### config.mk
export PLATFORM = sky130hd
export DESIGN_NAME = dtt_timer
export DESIGN_NICKNAME = d
export VERILOG_FILES = /design/src/rtl/dtt_pkg.sv /design/src/rtl/dtt_timer.sv
export VERILOG_INCLUDE_DIRS = /design/src /design/src/rtl
export SDC_FILE = /design/constraint.sdc
export NUM_CORES = 1
export LEC_CHECK = 0
export BUFFER_PORTS_ARGS = -buffer_cell sky130_fd_sc_hd__buf_2
export CAP_MARGIN = 25
export CORE_AREA = 8 8 121 123
export CTS_CLUSTER_DIAMETER = 120
export DETAILED_ROUTE_END_ITERATION = 10
export DIE_AREA = 0 0 129 131
export GPL_TIMING_DRIVEN = 1
export PLACE_DENSITY = 0.83
export SLEW_MARGIN = 20
export SYNTH_ARGS = -nofsm -noshare
export SYNTH_HDL_FRONTEND = slang
export SYNTH_SLANG_ARGS = --single-unit
### constraint.sdc
create_clock -name ref_clk -period 3.6 [get_ports ref_clk]
set_clock_uncertainty 0.1 [all_clocks]
set_input_delay 0.72 -clock ref_clk [delete_from_list [all_inputs] [get_ports ref_clk]]
set_output_delay 0.72 -clock ref_clk [all_outputs]
set_load 0.01 [all_outputs]
### src/rtl/dtt_consts.svh
// Offsets, limits and timing counts for the dual and teaching timer
`ifndef DTT_CONSTS_SVH
`define DTT_CONSTS_SVH

// ---------------------------------------------
// Timing
// ---------------------------------------------
`define DTT_CLK_PERIOD_NS 100
`define DTT_BASE_TICK_NS 1000000
`define DTT_MS_CYCLES (`DTT_BASE_TICK_NS / `DTT_CLK_PERIOD_NS)
`define DTT_DECADE_LAST 4'h9
`define DTT_COUNT_MAX 16'hFFFF

// ---------------------------------------------
// Address limits
// ---------------------------------------------
`define DTT_RELAY_LAST 16'd2557
`define DTT_BANK0_LAST 16'd1999
`define DTT_BANK1_FIRST 16'd2000
`define DTT_BANK1_LAST 16'd7999
`define DTT_BANK2_FIRST 16'd10000
`define DTT_BANK2_LAST 16'd49999
`define DTT_DUAL_WORDS 16'd2
`define DTT_LEARN_WORDS 16'd3

`endif

### src/rtl/dtt_pkg.sv
// Types shared by the dual and teaching timer
package dtt_pkg;

    // ---------------------------------------------
    // Time base selection
    // ---------------------------------------------
    typedef enum logic [1:0] {
        DTT_BASE_1S = 2'b00,
        DTT_BASE_100MS = 2'b01,
        DTT_BASE_10MS = 2'b10,
        DTT_BASE_1MS = 2'b11
    } dtt_base_t;

    // ---------------------------------------------
    // Dual timer phase
    // ---------------------------------------------
    typedef enum logic [1:0] {
        DTT_IDLE = 2'b00,
        DTT_ON = 2'b01,
        DTT_OFF = 2'b10
    } dtt_phase_t;

    // ---------------------------------------------
    // Operand bundles
    // ---------------------------------------------
    typedef struct packed {
        dtt_base_t base;
        logic [15:0] on_duration_operand;
        logic [15:0] off_duration_operand;
        logic [15:0] pulse_or_result_target;
        logic [15:0] work_area_base;
    } dtt_dual_cfg_t;

    typedef struct packed {
        logic [15:0] word0;
        logic [15:0] word1;
    } dtt_dual_work_t;

    typedef struct packed {
        logic [15:0] result;
        logic [15:0] work1;
        logic [15:0] work2;
    } dtt_learn_words_t;

endpackage

### src/rtl/dtt_timer.sv
// Dual pulse timer and high time learner for the scan engine
//
// Contract
// - While enabled, output runs on duration high then off duration low.
// - Four bases per instance: 1 s, 100 ms, 10 ms, 1 ms per count.
// - With 1 ms base the full 16-bit count reaches 65.535 s.
// - Dual timer state lives in two consecutive work words.
// - Dual work base only in 0-1998, 2000-7998 or 10000-49998.
// - Output target only relay 0 through 2557; others rejected.
// - Dual timer from interrupt context sets error flag and indicator.
// - While start high, measure high time in 100 ms units, write running.
// - Measured value covers 0 through 6553.5 s, full 16-bit count.
// - On start rise, clear result word to zero before accumulating.
// - On start fall, stop and hold last measured value.
// - Learner occupies three words: result then two work words.
// - Learner base only in 0-1997, 2000-7997 or 10000-49997.
// - Learner from interrupt context sets error flag and indicator.
`timescale 1ns/1ns
`include "dtt_consts.svh"

module dtt_timer
    import dtt_pkg::*;
#(
    parameter int MS_CYCLES = `DTT_MS_CYCLES
) (
    // Clock, reset, freeze
    input wire logic ref_clk,
    input wire logic rstn,
    input wire logic clk_en,
    // Execution context
    input wire logic in_interrupt,
    input wire logic err_clear,
    // Dual pulse timer
    input wire logic dual_enable,
    input wire dtt_dual_cfg_t dual_cfg,
    output logic pulse_out,
    output logic dual_reject,
    output dtt_dual_work_t dual_work,
    // High time learner
    input wire logic learn_start,
    input wire logic [15:0] learn_base,
    output logic learn_reject,
    output dtt_learn_words_t learn_words,
    // Error reporting
    output logic exec_error_flag,
    output logic err_led
);

    // ---------------------------------------------
    // Helpers
    // ---------------------------------------------

    // Whole span of words must land inside one bank
    function automatic logic span_ok(input logic [15:0] base,
                                     input logic [15:0] words);
        logic [16:0] last;
        last = {1'b0, base} + {1'b0, words} - 17'd1;
        span_ok = (last <= {1'b0, `DTT_BANK0_LAST}) ||
                  (base >= `DTT_BANK1_FIRST &&
                   last <= {1'b0, `DTT_BANK1_LAST}) ||
                  (base >= `DTT_BANK2_FIRST &&
                   last <= {1'b0, `DTT_BANK2_LAST});
    endfunction

    // Decade stage: wraps at nine; carry is decoded by the tick wires
    function automatic logic [3:0] decade_next(input logic [3:0] cnt,
                                               input logic step);
        if (!step) begin
            decade_next = cnt;
        end else if (cnt == `DTT_DECADE_LAST) begin
            decade_next = 4'h0;
        end else begin
            decade_next = cnt + 4'h1;
        end
    endfunction

    // ---------------------------------------------
    // Time base ladder
    // ---------------------------------------------
    localparam logic [15:0] MS_LAST = 16'(MS_CYCLES - 1);

    logic [15:0] ms_cnt;
    logic [3:0] dec10;
    logic [3:0] dec100;
    logic [3:0] dec1s;
    wire tick_1ms = (ms_cnt == MS_LAST);
    wire tick_10ms = tick_1ms && (dec10 == `DTT_DECADE_LAST);
    wire tick_100ms = tick_10ms && (dec100 == `DTT_DECADE_LAST);
    wire tick_1s = tick_100ms && (dec1s == `DTT_DECADE_LAST);

    // One shared ladder keeps all bases phase aligned
    always_ff @(posedge ref_clk or negedge rstn) begin
        if (!rstn) begin
            ms_cnt <= 16'h0000;
            dec10 <= 4'h0;
            dec100 <= 4'h0;
            dec1s <= 4'h0;
        end else if (clk_en) begin
            ms_cnt <= tick_1ms ? 16'h0000 : ms_cnt + 16'h0001;
            dec10 <= decade_next(dec10, tick_1ms);
            dec100 <= decade_next(dec100, tick_10ms);
            dec1s <= decade_next(dec1s, tick_100ms);
        end
    end

    // ---------------------------------------------
    // Dual pulse timer decode
    // ---------------------------------------------
    dtt_phase_t phase;
    dtt_phase_t next_phase;
    logic [15:0] elapsed;
    logic [15:0] next_elapsed;
    logic base_tick;

    always_comb begin
        unique case (dual_cfg.base)
            DTT_BASE_1S: base_tick = tick_1s;
            DTT_BASE_100MS: base_tick = tick_100ms;
            DTT_BASE_10MS: base_tick = tick_10ms;
            DTT_BASE_1MS: base_tick = tick_1ms;
        endcase
    end

    wire target_ok = (dual_cfg.pulse_or_result_target <= `DTT_RELAY_LAST);
    wire dual_base_ok = span_ok(dual_cfg.work_area_base, `DTT_DUAL_WORDS);
    wire dual_cfg_ok = target_ok && dual_base_ok;
    // Interrupt context never runs the timer, it only flags
    wire dual_run = dual_enable && dual_cfg_ok && !in_interrupt;
    wire [15:0] cur_dur = (phase == DTT_ON) ?
                          dual_cfg.on_duration_operand :
                          dual_cfg.off_duration_operand;
    // phase ends once elapsed count equals the current duration operand
    wire phase_done = (elapsed == cur_dur);

    always_comb begin
        next_phase = phase;
        next_elapsed = elapsed;
        if (!dual_run) begin
            next_phase = DTT_IDLE;
            next_elapsed = 16'h0000;
        end else begin
            unique case (phase)
                DTT_IDLE: begin
                    next_phase = DTT_ON;
                    next_elapsed = 16'h0000;
                end
                DTT_ON, DTT_OFF: begin
                    if (phase_done) begin
                        next_phase = (phase == DTT_ON) ? DTT_OFF : DTT_ON;
                        next_elapsed = 16'h0000;
                    end else if (base_tick) begin
                        next_elapsed = elapsed + 16'h0001;
                    end
                end
                default: begin
                    next_phase = DTT_IDLE;
                    next_elapsed = 16'h0000;
                end
            endcase
        end
    end

    // Phase, elapsed count and registered output
    always_ff @(posedge ref_clk or negedge rstn) begin
        if (!rstn) begin
            phase <= DTT_IDLE;
            elapsed <= 16'h0000;
            pulse_out <= 1'b0;
        end else if (clk_en) begin
            phase <= next_phase;
            elapsed <= next_elapsed;
            pulse_out <= (next_phase == DTT_ON);
        end
    end

    assign dual_work.word0 = elapsed;
    assign dual_work.word1 = {14'h0000, phase};
    assign dual_reject = dual_enable && !dual_cfg_ok;

    // ---------------------------------------------
    // High time learner
    // ---------------------------------------------
    logic learn_prev;
    logic [15:0] result;
    logic [15:0] next_result;
    wire learn_base_ok = span_ok(learn_base, `DTT_LEARN_WORDS);
    wire learn_run = learn_start && learn_base_ok && !in_interrupt;
    wire learn_rise = learn_run && !learn_prev;

    // Result update; saturation stops a wrap back to zero
    // full count saturates
    always_comb begin
        next_result = result;
        if (learn_rise) begin
            next_result = 16'h0000;
        end else if (learn_run && tick_100ms &&
                     result != `DTT_COUNT_MAX) begin
            next_result = result + 16'h0001;
        end
    end

    always_ff @(posedge ref_clk or negedge rstn) begin
        if (!rstn) begin
            learn_prev <= 1'b0;
            result <= 16'h0000;
        end else if (clk_en) begin
            learn_prev <= learn_run;
            result <= next_result;
        end
    end

    assign learn_words.result = result;
    assign learn_words.work1 = {15'h0000, learn_prev};
    assign learn_words.work2 = {12'h000, dec1s};
    assign learn_reject = learn_start && !learn_base_ok;

    // ---------------------------------------------
    // Execution error
    // ---------------------------------------------
    // dual timer or learner in interrupt
    wire err_set = in_interrupt && (dual_enable || learn_start);

    // Set beats clear so a same-cycle misuse is not lost
    always_ff @(posedge ref_clk or negedge rstn) begin
        if (!rstn) begin
            exec_error_flag <= 1'b0;
        end else if (clk_en) begin
            exec_error_flag <= err_set || (exec_error_flag && !err_clear);
        end
    end

    assign err_led = exec_error_flag;
endmodule

# Word-level counts from Yosys, hierarchy flattened
# Cells that the tools add are included.
# classes
n_reduce_logical,39
n_eq_ne,13
shift,0
n_div,0
n_mul,0
mux,16
addsub,10
order_cmp,11
bitwise_logic,0
# op_table
cell,n
$mux W16,8
$add A16 B1 Y16 const B,3
$add A16 B2 Y17 const B,2
$le A17 B11 Y1 const B,2
$le A17 B13 Y1 const B,2
$le A17 B16 Y1 const B,2
$sub A17 B1 Y17 const B,2
$ge A16 B11 Y1 const B,2
$ge A16 B14 Y1 const B,2
$logic_and A1 B1 Y1,19
$eq A16 B14 Y1 const B,1
$eq A16 B16 Y1,1
$le A16 B12 Y1 const B,1
$ne A16 B16 Y1 const B,1
$add A4 B1 Y4 const B,3
$eq A4 B4 Y1 const B,3
$mux W4,3
$reduce_and A2 Y1,5
$eq A2 B1 Y1 const B,3
$eq A2 B2 Y1 const B,3
$logic_or A1 B1 Y1,6
$mux W2,3
$logic_not A1 Y1,5
$logic_not A2 Y1,2
other kinds (5),5
# totals
input_bits,89
n_memories,0
regBits,65
out_inout_bits,85
latchBits,0
mem_bits_ro,0
elab_cells,99
ramBits,0

# Longest topological paths before layout
# logic_depth
ltp_word,12
ltp_mapped,13
mapped_depth_nobuf,10

# Worst setup path after synthesis
# OpenSTA, ideal clock, no wires.
# synth_path
path_type,input-to-output
start,input port learn_base[1]
end,output port learn_reject
n_path_buf,2
required_ns,2.780
slack_ns,-0.039
cell_stages,10
arrival_time_ns,2.819
cell_sequence,ha_1 buf_4 a21bo_1 nor4_1 nor3_1 or3_1 o221a_2 nor4_4 buf_2 and2_1
# synth_between
elab_chain_len,8
# synth_rtl
element,line,source
from (decl),dtt_timer.sv:41,"input wire logic [15:0] learn_base,"
$add A16 B2 Y17,dtt_timer.sv:57,"last = {1'b0, base} + {1'b0, words} - 17'd1;"
$sub A17 B1 Y17,dtt_timer.sv:57,
$le A17 B13 Y1,dtt_timer.sv:60,"last <= {1'b0, `DTT_BANK1_LAST}) ||"
$logic_and A1 B1 Y1,dtt_timer.sv:59,(base >= `DTT_BANK1_FIRST &&
$logic_or A1 B1 Y1,dtt_timer.sv:58,"span_ok = (last <= {1'b0, `DTT_BANK0_LAST}) ||"
$logic_or A1 B1 Y1 *,dtt_timer.sv:58,
$logic_not A1 Y1 *,dtt_timer.sv:215,assign learn_reject = learn_start && !learn_base_ok;
$logic_and A1 B1 Y1 *,dtt_timer.sv:215,
to (decl),dtt_timer.sv:42,"output logic learn_reject,"
# Mark *: on every way between the ends. The rest lies on a longest branch, timed or not.

# Worst setup path after layout
# layout_path
start,input port learn_base[2]
end,output port learn_reject
# The elaborated chain is that of the path after synthesis.

==> flow_summary_export.csv <==
group,metric,value,unit
logic_synthesis,synth_compound_area_share,17.9,%
drt,drc,0,
floorplan,core_area,12900,µm²
floorplan,rows,42,
placed_design,dp.cells,1035,
cts,numClockSinks,65,
timing,finalHoldViolCount,0,
cts,clk_pin_slew,0.06,ns
status,violations,"negative setup slack",
global_routing,first_global_vias,5785,
timing,final-setup-viol-count,1,
placed_design,numPortBuffers,131,
logic_synthesis,synthSimpleGateAreaFrac,29.9,%
cts,cts-root-buf,"clkbuf_16",
worst_setup_path,cp_num_buf_inv,2,
placed_design,post-place-ws,-0.0997,ns
timing,clock.fmax,275,MHz
global_routing,grt_max_degree,31,
global_routing,grt_usage,19.1,%
placed_design,gp_congestion,0.927,
drt,firstDrtPassIters,5,
timing,rsz0062_at_grt,"true",
job,maxCapViolations,0,
final_layout,final_cells,1053,
worst_setup_path,path_max_fanout,8,
timing,slew_headroom,56.2,%
logic_synthesis,yosysUniqueCellTypes,78,
logic_synthesis,synth_flop_cell,"dfrtp_1",
floorplan,die-area,16900,µm²
floorplan,fp.dieH,131,µm
worst_setup_path,end_kind,"output pin",
floorplan,die_x,129,µm
worst_setup_path,crit_required,2.78,ns
timing,finalMaxSlewViolations,0,
power_and_ir_drop,p_per_area,298,nW/µm²
worst_setup_path,path_class,"in -> out",
global_routing,grt_overflow_total,0,
global_routing,antenna_found_initial,0,
worst_setup_path,setup.worst_path.start_class,"primary input",
global_routing,grt_pass1_wl,26800,µm
cts,h-tree-depth,3,
drt,drt_wl_total,16400,µm
drt,viasPerCell,5.72,
logic_synthesis,synth_seq_cells,65,
timing,tns,-0.0385,ns
worst_setup_path,cp_top_family,"simple AND/OR/NAND/NOR gates",
cts,clk_latency,0.33,ns
drt,vias,6027,
drt,top_layer,"met4",
drt,first_iter_violations,443,
worst_setup_path,path_cells,"buf_2 -> ha_4 -> a21bo_4 -> nor4_4 -> nor3_2 -> or3_1 -> o221a_4 -> nor4_4 -> and2_4 -> buf_2",
timing,finalCritPeriodShare,101,%
final_layout,antenna_cells,0,
logic_synthesis,synthAdderAreaFrac,2.11,%
logic_synthesis,syn_area,5940,µm²
drt,wl_met3,1380,µm
logic_synthesis,yosys.area.top_type,"dfrtp_1",
drt,dr_wl_met2,8150,µm
logic_synthesis,synthMuxAreaShare,5.61,%
logic_synthesis,synth_area_leaders,"dfrtp_1 27%, buf_4 5.8%, mux2i_1 5.2%",
timing,setup_slack,-0.0385,ns
logic_synthesis,synth_top_family_by_area,"simple AND/OR/NAND/NOR gates",
worst_setup_path,cp_data_arrival_time,2.82,ns
logic_synthesis,synth_xor_area_share,6.64,%
logic_synthesis,synth_seq_area_share,27.4,%
final_layout,area_growth,20.5,%
floorplan,start_util,46.1,%
placed_design,dp_hpwl,12600,µm
final_layout,fin_util,55.6,%
cts,cts_buffers,9,
logic_synthesis,ys_warn_count,0,
cts,cts_tree,"yes",
logic_synthesis,yosysTopAreaCellShare,27.4,%
power_and_ir_drop,p_leak,3.16,nW
power_and_ir_drop,ir_worst_vdd,0.000268,V
logic_synthesis,synth_edf_count,0,
min_path,hold_path.class,"in -> async",
drt,antenna_left,0,
drt,wl_per_cell,15.6,µm
final_layout,drive_above_1_share,24.4,%
drt,wl_met1,6550,µm
logic_synthesis,syn_inst,737,
worst_setup_path,slowest_delay,0.37,ns
worst_setup_path,slowest_stage,"or3_1",
timing,worstMarginPinSlew,0.655,ns
logic_synthesis,synth_area_per_cell,8.05,µm²
timing,hold_slack,0.210,ns
floorplan,ios,174,
timing,period_minus_slack,3.64,ns
cts,clk_path_buf_depth,2,
final_layout,fin_nets,971,
logic_synthesis,async_flop_share,100,%
status,status,"complete, but fails checks",
## kinds of logic after synthesis
group           count (synthesis)
xor+xnor                       45
mux                            33
simple gates                  317
compound gates                153
other cells                     1
fa+ha+maj                      10
flops                          65
buf+inv                       113
## sequential cells by signal (all words and copies together) (netlist names)
| name | cells |
|---|---|
| ms_cnt | 16 |
| phase | 2 |
| dec10 | 4 |
| result | 16 |
| dec100 | 4 |
| elapsed | 16 |
| pulse_out | 1 |
| err_led | 1 |
| dec1s | 4 |
| learn_prev | 1 |
## per-stage QoR
step           cell area [µm²]  power, mW
2_1_floorplan             6120       1.09
3_3_place_gp              6730       1.19
3_5_place_dp              6730       1.21
4_1_cts                   7060       2.12
5_1_grt                   7150       2.22
6_report                  7150       2.13
## cell type report
class / count / area, µm²
timing repair buffer: 165 / 916
sequential: 65 / 1630
fill: 1198 / 5720
clock inverter: 6 / 82.6
tap: 176 / 220
clock buffer: 10 / 229
inverter: 32 / 120
multi-input combinational: 599 / 3960
## power by group
part	internal, mW	switching, mW
clock network	0.602	0.315
registers	0.761	0.0403
logic	0.167	0.244
## synth_stat cells (3+ instances only)
cell       number
nand2_1        66
dfrtp_1        65
buf_4          46
nor2_1         41
nor3_1         34
xnor2_1        34
inv_1          31
mux2i_1        31
nand4_1        31
o21ai_0        30
nand3_1        28
a21oi_1        21
and3_1         21
o31ai_1        20
clkbuf_1       19
buf_2          15
nor4_1         15
o211ai_1       12
xor2_1         11
ha_1           10
nor2b_1        10
nand2b_1        9
or3_1           9
or4_1           8
and2_1          7
o22ai_1         7
a211oi_1        6
a31oi_1         6
nor4b_1         6
a21boi_0        5
a21o_1          4
nand3b_1        4
o21ai_1         4
o2bb2ai_1       4
or2_2           4
a21bo_1         3
a41oi_1         3
and3b_1         3
nand4b_1        3
o2111ai_1       3
## worst paths after layout
check	start	to	slack, ns	cells after the start
min	rstn	err_led	0.21	1
max	learn_base[2]	learn_reject	-0.04	10
max reg2reg	phase[1]	elapsed[1]	0.45	11
min in group ref_clk	err_led	err_led	0.39	2
min reg2reg	err_led	err_led	0.39	2
max in group asynchronous	rstn	learn_prev	2.47	2
## worst reg2reg max path, delay by kind of cell (launching register included)
kind / cells / cell delay [ns]
DFF: 1 / 0.41
adders and majority gates: 1 / 0.16
muxes: 1 / 0.27
xor gates and xnor gates: 1 / 0.17
buffers and inverters: 2 / 0.36
and+or+nand+nor: 5 / 1.34
AOI/OAI and AO/OA: 1 / 0.24
## layout by cell type, fill, tap and decap left out, types with 5 or more instances in the layout
cell and count:
a211oi_1 6, a21boi_0 5, a21oi_1 20, a31oi_1 5, and2_1 6, and3_1 21, buf_2 129, buf_4 34
clkbuf_16 9, conb_1 41, dfrtp_1 65, ha_1 8, inv_1 31, mux2i_1 31, nand2_1 66, nand2b_1 9
nand3_1 28, nand4_1 31, nor2_1 41, nor2b_1 10, nor3_1 31, nor3_2 5, nor4_1 12, nor4b_1 5
o211ai_1 12, o21ai_0 30, o22ai_1 7, o31ai_1 20, or3_1 9, or4_1 8, xnor2_1 34, xor2_1 11
## routing by layer
metal / up-vias / GRT usage [%]
met4: 0 / 6.43
met1: 2850 / 22.2
met5: - / 0
li1: 2913 / -
met2: 238 / 33.6
met3: 26 / 4.91
## what timing repair did
action                     4_1_cts  5_1_grt
setup endpoints to repair        1        2
hold buffers                     0        0
pin swaps                        1        7
resized for setup                1       17
setup buffers                    1        1
Note: power is estimated with default switching activity, not from simulation.
